==> config.mk <==
export PLATFORM = sky130hd
export DESIGN_NAME = ccr_core_regs
export DESIGN_NICKNAME = d
export VERILOG_FILES = /design/src/hdl/ccr_pkg.sv /design/src/hdl/ccr_core_regs.sv /design/src/hdl/ccr_hold_bank.sv
export SDC_FILE = /design/constraint.sdc
export NUM_CORES = 1
export LEC_CHECK = 0
export ABC_AREA = 1
export ABC_CLOCK_PERIOD_IN_PS = 9740
export BUFFER_PORTS_ARGS = -buffer_cell sky130_fd_sc_hd__buf_2
export CAP_MARGIN = 20
export CORE_UTILIZATION = 30
export CTS_CLUSTER_DIAMETER = 150
export DETAILED_ROUTE_END_ITERATION = 8
export HOLD_SLACK_MARGIN = 0.02
export MAX_ROUTING_LAYER = met4
export PLACE_DENSITY = 0.54
export SYNTH_ARGS = -nofsm -noshare
export SYNTH_HDL_FRONTEND = slang
export SYNTH_SLANG_ARGS = --single-unit
==> constraint.sdc <==
create_clock -name clock -period 9.74 [get_ports clock]
set_clock_uncertainty 0.05 [all_clocks]
set_input_delay 0.974 -clock clock [delete_from_list [all_inputs] [get_ports clock]]
set_output_delay 0.974 -clock clock [all_outputs]
set_load 0.03 [all_outputs]
==> src/hdl/ccr_pkg.sv <==
// constants for the codec core configuration register bank
package ccr_pkg;

  // ==========================================================
  // register offsets
  localparam logic [6:0] REG_ID     = 7'h01;
  localparam logic [6:0] REG_POWER  = 7'h02;
  localparam logic [6:0] REG_FUNC   = 7'h03;
  localparam logic [6:0] REG_FORMAT = 7'h04;
  localparam logic [6:0] REG_MISC   = 7'h05;
  localparam logic [6:0] REG_HOLD_FIRST = 7'h0F;
  localparam logic [6:0] REG_HOLD_LAST  = 7'h1B;
  localparam int         HOLD_WORDS     = 13;

  // ==========================================================
  // pointer byte layout and pointer reset
  localparam int         PTR_INC_BIT   = 7;
  localparam logic [6:0] PTR_RESET     = 7'h01;
  localparam logic       AUTOINC_RESET = 1'b1;

  // ==========================================================
  // identification, values arbitrary
  localparam logic [3:0] PART_ID_CODE  = 4'h9;
  localparam logic [3:0] REVISION_CODE = 4'h2;

  // ==========================================================
  // reset values and writable masks
  localparam logic [7:0] POWER_RESET  = 8'h01;
  localparam logic [7:0] FUNC_RESET   = 8'h00;
  localparam logic [7:0] FORMAT_RESET = 8'h40;
  localparam logic [7:0] MISC_RESET   = 8'h00;
  localparam logic [7:0] POWER_MASK   = 8'h7F;
  localparam logic [7:0] FUNC_MASK    = 8'hF6;
  localparam logic [7:0] FORMAT_MASK  = 8'hFD;
  localparam logic [7:0] MISC_MASK    = 8'hDF;
  localparam logic [7:0] VOL_RESET    = 8'h00;
  localparam logic [7:0] INV_RESET    = 8'h00;
  localparam logic [7:0] MIX_RESET    = 8'h09;
  localparam logic [12:0][7:0] HOLD_RESET =
    {MIX_RESET, MIX_RESET, MIX_RESET, MIX_RESET, INV_RESET, {8{VOL_RESET}}};

  // ==========================================================
  // field positions
  localparam int POW_PLL      = 6;
  localparam int POW_ADC      = 5;
  localparam int POW_DAC_HI   = 4;
  localparam int POW_DAC_LO   = 1;
  localparam int POW_GLOBAL   = 0;
  localparam int FUN_DAC_HI   = 7;
  localparam int FUN_DAC_LO   = 6;
  localparam int FUN_ADC_HI   = 5;
  localparam int FUN_ADC_LO   = 4;
  localparam int FUN_OUTCLK   = 2;
  localparam int FUN_DEEMPH   = 1;
  localparam int FMT_DIF_HI   = 7;
  localparam int FMT_DIF_LO   = 6;
  localparam int FMT_AOL_HI   = 5;
  localparam int FMT_AOL_LO   = 4;
  localparam int FMT_DOL_HI   = 3;
  localparam int FMT_DOL_LO   = 2;
  localparam int FMT_RJ16     = 0;
  localparam int MSC_EXTCLK   = 7;
  localparam int MSC_HIZ      = 6;
  localparam int MSC_HOLD     = 4;
  localparam int MSC_FILT     = 3;
  localparam int MSC_HPF      = 2;

  // ==========================================================
  // serial format numbers and de-emphasis rate codes
  localparam logic [2:0] FMT_LEFT_JUST  = 3'h0;
  localparam logic [2:0] FMT_I2S        = 3'h1;
  localparam logic [2:0] FMT_RIGHT_JUST = 3'h2;
  localparam logic [2:0] FMT_ONE_LINE1  = 3'h3;
  localparam logic [2:0] FMT_ONE_LINE2  = 3'h4;
  localparam logic [2:0] FMT_RESERVED   = 3'h7;
  localparam logic [1:0] RATE_NONE      = 2'h0;

endpackage

==> src/hdl/ccr_core_regs.sv <==
// codec core configuration registers with pointer-based control port
// ==========================================================
// Overview of operation
// Identification reads fixed part code high nibble, revision low nibble; writes ignored.
// pll_powerdown set holds the PLL in reset.
// adc_powerdown set holds the stereo ADC in reset.
// Host should change PLL/ADC power bits only when muted or powered down.
// Each dac_pair_powerdown bit independently holds its DAC pair in reset.
// global_powerdown resets to one, keeps registers; host clears it to run.
// dac_speed_range picks single, double or quad speed for playback converters.
// adc_speed_range picks the same speed ranges for the capture port.
// Host sets each speed range to match its port's real sample rate.
// adc_output_clock_select picks playback or capture port clocks for capture output.
// De-emphasis with auto rate only at 32, 44.1 or 48 kHz.
// With forced lock, deemphasis_rate selects rate; disabled means no de-emphasis.
// serial_format_select, reset 01, sets left, I2S or right-justified format.
// adc_single_line_mode picks serial format, one-line 1 or one-line 2.
// dac_single_line_mode picks the same choices for the playback port.
// right_justify_width zero gives 24-bit words, one gives 16-bit words.
// External converter bit clock is capture or playback bit clock by select bit, low only while the capture one-line code is zero.
// recovered_clock_tristate floats the recovered master clock output.
// update_hold stores volume, invert, mixing writes; applies them together on release.
// interpolation_rolloff_select zero fast roll-off, one slow roll-off.
// highpass_hold freezes the offset estimate and keeps subtracting it.
// Seven-bit pointer addresses registers; auto-increment advances it per access.
// All registers read-write except identification, which is read-only.
// Reserved bits read zero and writes to them do nothing.
`timescale 1ns/10ps
module ccr_core_regs
  import ccr_pkg::*;
(
  // clock and reset
  input  wire logic             clock,
  input  wire logic             rst,
  // control port byte stream
  input  wire logic             cpStart,
  input  wire logic             cpWrite,
  input  wire logic [7:0]       cpWrData,
  input  wire logic             cpRead,
  output logic      [7:0]       cpRdData,
  output logic                  cpRdValid,
  // status from the rest of the device
  input  wire logic             forcePllLock,
  input  wire logic [1:0]       deemphRateSel,
  input  wire logic [1:0]       autoRate,
  input  wire logic             captureBitClock,
  input  wire logic             playbackBitClock,
  input  wire logic             recoveredClockIn,
  // power and converter control
  output logic                  pllReset,
  output logic                  adcReset,
  output logic      [3:0]       dacPairReset,
  output logic                  lowPower,
  output logic      [1:0]       dacSpeedRange,
  output logic      [1:0]       adcSpeedRange,
  output logic                  adcOutputClockSelect,
  output logic      [1:0]       deemphRate,
  // serial formats and clocks
  output logic      [2:0]       captureFormat,
  output logic      [2:0]       playbackFormat,
  output logic                  rightJustify16,
  output logic                  extConverterBitClock,
  output logic                  recoveredMasterClockOut,
  output logic                  recoveredMasterClockOe,
  // filters and frozen registers
  output logic                  slowRolloff,
  output logic                  highpassHold,
  output logic      [12:0][7:0] appliedHoldRegs
);

  typedef struct packed {
    logic [6:0] pointer;
    logic       autoInc;
    logic       expectPtr;
    logic [7:0] power;
    logic [7:0] func;
    logic [7:0] format;
    logic [7:0] misc;
    logic [7:0] rdLocal;
    logic       rdFromMem;
    logic       rdStage;
    logic [7:0] rdData;
    logic       rdValid;
    logic       pllReset;
    logic       adcReset;
    logic [3:0] dacPairReset;
    logic       lowPower;
    logic [1:0] dacSpeed;
    logic [1:0] adcSpeed;
    logic       outClkSel;
    logic [1:0] deemph;
    logic [2:0] capFmt;
    logic [2:0] playFmt;
    logic       rj16;
    logic       extBitClk;
    logic       rmckOut;
    logic       rmckOe;
    logic       slow;
    logic       hpfHold;
  } ccr_core_s;

  localparam ccr_core_s CORE_RESET = '{
    pointer: PTR_RESET, autoInc: AUTOINC_RESET, expectPtr: 1'b1,
    power: POWER_RESET, func: FUNC_RESET, format: FORMAT_RESET, misc: MISC_RESET,
    rdLocal: 8'h00, rdFromMem: 1'b0, rdStage: 1'b0, rdData: 8'h00, rdValid: 1'b0,
    pllReset: 1'b0, adcReset: 1'b0, dacPairReset: 4'h0, lowPower: 1'b1,
    dacSpeed: 2'h0, adcSpeed: 2'h0, outClkSel: 1'b0, deemph: RATE_NONE,
    capFmt: FMT_I2S, playFmt: FMT_I2S, rj16: 1'b0, extBitClk: 1'b0,
    rmckOut: 1'b0, rmckOe: 1'b1, slow: 1'b0, hpfHold: 1'b0};

  ccr_core_s  q;
  ccr_core_s  next_q;
  logic       ptrByte;
  logic       dataWr;
  logic       access;
  logic       inHold;
  logic [3:0] holdIdx;
  logic [7:0] memRdData;

  // ==========================================================
  // serial format from single-line code and interface format
  function automatic logic [2:0] formatOf(input logic [1:0] lineMode, input logic [1:0] dif);
    logic [2:0] f;
    f = FMT_RESERVED;
    unique case (lineMode)
      2'h0:
      begin
        unique case (dif)
          2'h0: f = FMT_LEFT_JUST;
          2'h1: f = FMT_I2S;
          2'h2: f = FMT_RIGHT_JUST;
          2'h3: f = FMT_RESERVED;
        endcase
      end
      2'h1: f = FMT_ONE_LINE1;
      2'h2: f = FMT_ONE_LINE2;
      2'h3: f = FMT_RESERVED;
    endcase
    return f;
  endfunction

  // start and first byte in one cycle make that byte the pointer
  assign ptrByte = cpWrite && (cpStart || q.expectPtr);
  assign dataWr  = cpWrite && !ptrByte;
  assign access  = dataWr || (cpRead && !cpWrite);
  assign inHold  = (q.pointer >= REG_HOLD_FIRST) && (q.pointer <= REG_HOLD_LAST);
  assign holdIdx = 4'(q.pointer - REG_HOLD_FIRST);

  // ==========================================================
  // frozen register bank
  ccr_hold_bank u_hold_bank (
    .clock   (clock),
    .rst     (rst),
    .wrEn    (dataWr && inHold),
    .wrAddr  (holdIdx),
    .wrData  (cpWrData),
    .rdAddr  (holdIdx),
    .rdData  (memRdData),
    .hold    (q.misc[MSC_HOLD]),
    .applied (appliedHoldRegs)
  );

  // ==========================================================
  // control port and register file
  always_comb
  begin
    next_q = q;
    if (cpStart)
    begin
      next_q.expectPtr = 1'b1;
    end
    if (ptrByte)
    begin
      next_q.pointer   = cpWrData[6:0];
      next_q.autoInc   = cpWrData[PTR_INC_BIT];
      next_q.expectPtr = 1'b0;
    end
    if (dataWr)
    begin
      unique case (q.pointer)
        REG_POWER:  next_q.power  = cpWrData & POWER_MASK;
        REG_FUNC:   next_q.func   = cpWrData & FUNC_MASK;
        REG_FORMAT: next_q.format = cpWrData & FORMAT_MASK;
        REG_MISC:   next_q.misc   = cpWrData & MISC_MASK;
        default:    next_q.power  = q.power;
      endcase
    end
    // read pipeline, two edges from request to data
    next_q.rdStage   = cpRead && !cpWrite;
    next_q.rdFromMem = inHold;
    unique case (q.pointer)
      REG_ID:     next_q.rdLocal = {PART_ID_CODE, REVISION_CODE};
      REG_POWER:  next_q.rdLocal = q.power;
      REG_FUNC:   next_q.rdLocal = q.func;
      REG_FORMAT: next_q.rdLocal = q.format;
      REG_MISC:   next_q.rdLocal = q.misc;
      default:    next_q.rdLocal = 8'h00;
    endcase
    next_q.rdValid = q.rdStage;
    next_q.rdData  = q.rdStage ? (q.rdFromMem ? memRdData : q.rdLocal) : q.rdData;
    if (access && q.autoInc)
    begin
      next_q.pointer = q.pointer + 7'h01;
    end
    // control outputs
    next_q.pllReset     = q.power[POW_PLL];
    next_q.adcReset     = q.power[POW_ADC];
    next_q.dacPairReset = q.power[POW_DAC_HI:POW_DAC_LO];
    next_q.lowPower     = q.power[POW_GLOBAL];
    next_q.dacSpeed     = q.func[FUN_DAC_HI:FUN_DAC_LO];
    next_q.adcSpeed     = q.func[FUN_ADC_HI:FUN_ADC_LO];
    next_q.outClkSel    = q.func[FUN_OUTCLK];
    if (!q.func[FUN_DEEMPH])
    begin
      next_q.deemph = RATE_NONE;
    end
    else if (!forcePllLock)
    begin
      next_q.deemph = autoRate;
    end
    else
    begin
      next_q.deemph = deemphRateSel;
    end
    next_q.capFmt  = formatOf(q.format[FMT_AOL_HI:FMT_AOL_LO], q.format[FMT_DIF_HI:FMT_DIF_LO]);
    next_q.playFmt = formatOf(q.format[FMT_DOL_HI:FMT_DOL_LO], q.format[FMT_DIF_HI:FMT_DIF_LO]);
    next_q.rj16    = q.format[FMT_RJ16];
    // external converter bit clock whenever the capture one-line code is nonzero, reserved code 3 included
    if (q.format[FMT_AOL_HI:FMT_AOL_LO] == 2'h0)
    begin
      next_q.extBitClk = 1'b0;
    end
    else
    begin
      next_q.extBitClk = q.misc[MSC_EXTCLK] ? playbackBitClock : captureBitClock;
    end
    next_q.rmckOe  = !q.misc[MSC_HIZ];
    next_q.rmckOut = recoveredClockIn && !q.misc[MSC_HIZ];
    next_q.slow    = q.misc[MSC_FILT];
    next_q.hpfHold = q.misc[MSC_HPF];
  end

  always_ff @(posedge clock or posedge rst)
  begin
    if (rst)
    begin
      q <= CORE_RESET;
    end
    else
    begin
      q <= next_q;
    end
  end

  // ==========================================================
  // outputs
  assign cpRdData                = q.rdData;
  assign cpRdValid               = q.rdValid;
  assign pllReset                = q.pllReset;
  assign adcReset                = q.adcReset;
  assign dacPairReset            = q.dacPairReset;
  assign lowPower                = q.lowPower;
  assign dacSpeedRange           = q.dacSpeed;
  assign adcSpeedRange           = q.adcSpeed;
  assign adcOutputClockSelect    = q.outClkSel;
  assign deemphRate              = q.deemph;
  assign captureFormat           = q.capFmt;
  assign playbackFormat          = q.playFmt;
  assign rightJustify16          = q.rj16;
  assign extConverterBitClock    = q.extBitClk;
  assign recoveredMasterClockOut = q.rmckOut;
  assign recoveredMasterClockOe  = q.rmckOe;
  assign slowRolloff             = q.slow;
  assign highpassHold            = q.hpfHold;
endmodule

==> src/hdl/ccr_hold_bank.sv <==
// staged and applied copies of the volume, invert and mixing registers
`timescale 1ns/10ps
module ccr_hold_bank
  import ccr_pkg::*;
(
  // clock and reset
  input  wire logic                   clock,
  input  wire logic                   rst,
  // write and read port
  input  wire logic                   wrEn,
  input  wire logic [3:0]             wrAddr,
  input  wire logic [7:0]             wrData,
  input  wire logic [3:0]             rdAddr,
  output logic      [7:0]             rdData,
  // update freeze and applied values
  input  wire logic                   hold,
  output logic      [12:0][7:0]       applied
);

  typedef struct packed {
    logic [12:0][7:0] pending;
    logic [12:0][7:0] applied;
    logic [7:0]       rdData;
  } ccr_bank_s;

  localparam ccr_bank_s BANK_RESET = '{pending: HOLD_RESET, applied: HOLD_RESET, rdData: 8'h00};

  ccr_bank_s q;
  ccr_bank_s next_q;

  // ==========================================================
  // storage update
  always_comb
  begin
    next_q = q;
    for (int i = 0; i < HOLD_WORDS; i++)
    begin
      if (wrEn && (wrAddr == 4'(i)))
      begin
        next_q.pending[i] = wrData;
      end
    end
    // writes are stored always, applied only while not held
    if (!hold)
    begin
      next_q.applied = next_q.pending;
    end
    next_q.rdData = (rdAddr < 4'(HOLD_WORDS)) ? q.pending[rdAddr] : 8'h00;
  end

  always_ff @(posedge clock or posedge rst)
  begin
    if (rst)
    begin
      q <= BANK_RESET;
    end
    else
    begin
      q <= next_q;
    end
  end

  assign rdData  = q.rdData;
  assign applied = q.applied;
endmodule

==> impl_metrics.json <==
{
  "cts_buffers": 35,
  "synth_mux_area_share_pct": 0.0701,
  "ant_nets": 0,
  "synth_edf_count": 0,
  "vias": 11014,
  "holdWs_ps": 349,
  "synth_warnings": 0,
  "clk_pin_slew_ps": 60,
  "drv_slew": 0,
  "setup_viol": 0,
  "layout_common_cells": "nand2_1, dfrtp_1, nand3_1",
  "violations": "DRC",
  "yosys.area.top_type": "dfrtp_1",
  "ys_seq_area_share_pct": 52.3,
  "max_clock_freq_mhz": 235,
  "drt-initial-drc-count": 1012,
  "rsz0062_at_grt": "no",
  "critPathArrivalTime_ps": 4640,
  "fp.coreArea_sq_um": 46800,
  "io_pins": 160,
  "r2r-end": "u_hold_bank.rdData[5]$_DFF_PP0_",
  "synthAdderAreaFrac_pct": 0.438,
  "htreeDepth": 2,
  "avgSynthCellArea_sq_um": 8.57,
  "start_util_pct": 30.5,
  "grt_max_degree": 105,
  "status": "complete, but fails checks",
  "wl_per_cell_um": 18.9,
  "fp.dieH_um": 220,
  "setup_ws_ps": 5480,
  "use_met3_pct": 2.25,
  "syn_area_sq_um": 14300,
  "cp_data_required_time_ps": 10120,
  "worst_pin_slew_ps": 1160,
  "grt_pass1_vias": 10646,
  "first_pass_iters": 9,
  "fillers": 4897,
  "die_w_um": 220,
  "worst-setup-path-type": "flip-flop to flip-flop",
  "cts_root_buffer": "clkbuf_16",
  "postCtsSetupBuffers": 0,
  "min_period_ps": 4260,
  "hold_buffers": 0,
  "finalCritPeriodShare_pct": 43.7,
  "fin_nets": 1702,
  "drc": 12,
  "synth_xor_area_share_pct": 0.123,
  "synth_cells": 1666,
  "place.gp.congestion": 0.903,
  "final_common_cell": "nand2_1",
  "synth_cell_types": 38,
  "cap_violations": 0,
  "hold_violations": 0,
  "ir_drop_uv": 130,
  "synth_simple_gate_area_share_pct": 28.4,
  "cp-start-kind": "flip-flop",
  "hold_start": "next_q[19]$_DFFE_PP1P_",
  "reg2reg_depth": 8,
  "synth-compound-area-share_pct": 6.01,
  "layoutNonFillerInstCount": 2308,
  "setup_tns_ps": 0,
  "synth_top_area_share_pct": 47.7,
  "hold_class": "flip-flop to flip-flop",
  "antennaDiodeCount": 0,
  "synth_area_leaders": "dfrtp_1, nand2_1, nand3_1",
  "top_usage_layer": "met2",
  "grt_pass1_wl_mm": 66.3,
  "clk_path_buf_depth": 3,
  "max_slew_margin_pct": 22.5,
  "whs_endpoint": "lowPower$_DFF_PP1_",
  "final_util_pct": 33.8,
  "whs_path_depth": 0,
  "synth_nets": 1692,
  "dp_cells": 2244,
  "routed_via_density": 4.77,
  "p_per_area_nw_per_um2": 274,
  "use_met1_pct": 25.5,
  "grt_usage_pct": 18.8,
  "end_kind": "flip-flop",
  "r2r_slack_ps": 5480,
  "regToRegStartpoint": "q[79]$_DFFE_PP1P_",
  "grt_overflow": 0,
  "leakage_nw": 7.15,
  "async_flop_share_pct": 100,
  "ys_ff_latch": 297,
  "port_buffers": 159,
  "met2_usage_pct": 28.9,
  "routed_wl_mm": 43.7,
  "dpl_worst_slack_ps": 4970,
  "clk_latency_ps": 540,
  "numClockSinks": 297,
  "tritoncts": "yes",
  "synthFlopType": "dfrtp_1",
  "fp-row-count": 79,
  "critPathMaxFanout": 51,
  "dp_hpwl_mm": 29.8,
  "synth_top_family_by_area": "simple AND/OR/NAND/NOR gates",
  "syn2layout_area_growth_pct": 10.8,
  "drive_gt1_share_pct": 17.3,
  "dieArea_sq_um": 48400,
  "cts_resized": 0,
  "antenna_found_initial": 0
}
==> where the power goes <==
part	total [W]	internal [W]	switching [W]
Clock	0.00133	0.000789	0.000538
Combinational	0.00130	0.000346	0.000955
Sequential	0.00170	0.00152	0.000187
Total	0.00433	0.00265	0.00168
==> logic make-up (layout without fill, tap and decap cells) <==
| group | after synthesis | count (layout) |
|---|---|---|
| and+or+nand+nor | 859 | 859 |
| buffers and inverters | 343 | 378 |
| DFF | 297 | 297 |
| AOI/OAI and AO/OA | 159 | 159 |
| adders and majority gates | 5 | 5 |
| xor gates and xnor gates | 2 | 2 |
| muxes | 1 | 1 |
==> worst max path at each step <==
| stage | start | end | slack (ps) | cells after the start |
|---|---|---|---|---|
| 2_1_floorplan | rst | adcOutputClockSelect$_DFF_PP0_ | 550 | 1 |
| 4_1_cts | q[79]$_DFFE_PP1P_ | u_hold_bank.rdData[5]$_DFF_PP0_ | 4970 | 7 |
| 6_report | q[79]$_DFFE_PP1P_ | u_hold_bank.rdData[5]$_DFF_PP0_ | 5480 | 8 |
| 3_3_place_gp | q[79]$_DFFE_PP1P_ | u_hold_bank.rdData[5]$_DFF_PP0_ | 5120 | 7 |
| 3_5_place_dp | q[79]$_DFFE_PP1P_ | u_hold_bank.rdData[5]$_DFF_PP0_ | 4970 | 7 |
| 5_1_grt | q[79]$_DFFE_PP1P_ | u_hold_bank.rdData[5]$_DFF_PP0_ | 5030 | 8 |
==> per-layer routing <==
metal | wire length, um | share of wire [%]
met3 | 2030 | 4.6
met4 | 1210 | 2.8
met5 | 0 | 0
met2 | 20400 | 47
met1 | 20000 | 46
==> stage by stage <==
stage	cell area, sq um	power (W)
finish	15800	0.00433
global route	15800	0.00457
CTS	15800	0.00438
detailed placement	14600	0.00303
global placement	14600	0.00302
floorplan	14300	0.00278
==> worst max-delay path, cell delays in order, from the launching register on <==
cell and delay [ps]:
dfstp_2 750, buf_12 270, clkinv_1 750, ha_1 770, inv_1 840, o21ai_0 250
o21ai_0 220, a22o_1 180, nor2_1 60
==> flip-flops by register name (all words and copies together), names as in the netlist, 3 cells and up <==
name,flops
captureFormat,3
playbackFormat,3
u_hold_bank.q,104
cpRdData,8
u_hold_bank.applied,104
q,30
dacPairReset,4
next_q,16
u_hold_bank.rdData,8
==> cell type report <==
| type | count | area [sq um] | share of cell area, % |
|---|---|---|---|
| clock buffers | 50 | 992 | 6.27 |
| multi-input cells | 1026 | 5000 | 31.6 |
| inverters | 149 | 567 | 3.58 |
| well taps | 607 | 759 | 4.80 |
| flip-flops and latches | 297 | 7470 | 47.2 |
| repair buffers | 167 | 888 | 5.62 |
| clock inverters | 12 | 141 | 0.894 |
==> cells in the mapped netlist, types with 2 or more instances <==
library cell and n:
nand2_1 438, dfrtp_1 272, nand3_1 225, buf_4 135, inv_1 132, and2_1 104
o21ai_0 91, nor2_1 45, clkbuf_1 42, a21oi_1 30, dfstp_2 25, nor2_4 14
nand3_2 13, o21ai_1 13, a31oi_1 9, buf_1 9, inv_2 9, clkinv_1 8
o221ai_1 8, buf_2 7, nand4_1 6, ha_1 5, nand2_2 4, a22oi_1 3
nand2_4 2, nor2_2 2, nor3_1 2, o211ai_1 2, xor2_1 2
(Power assumes the default switching activity.)
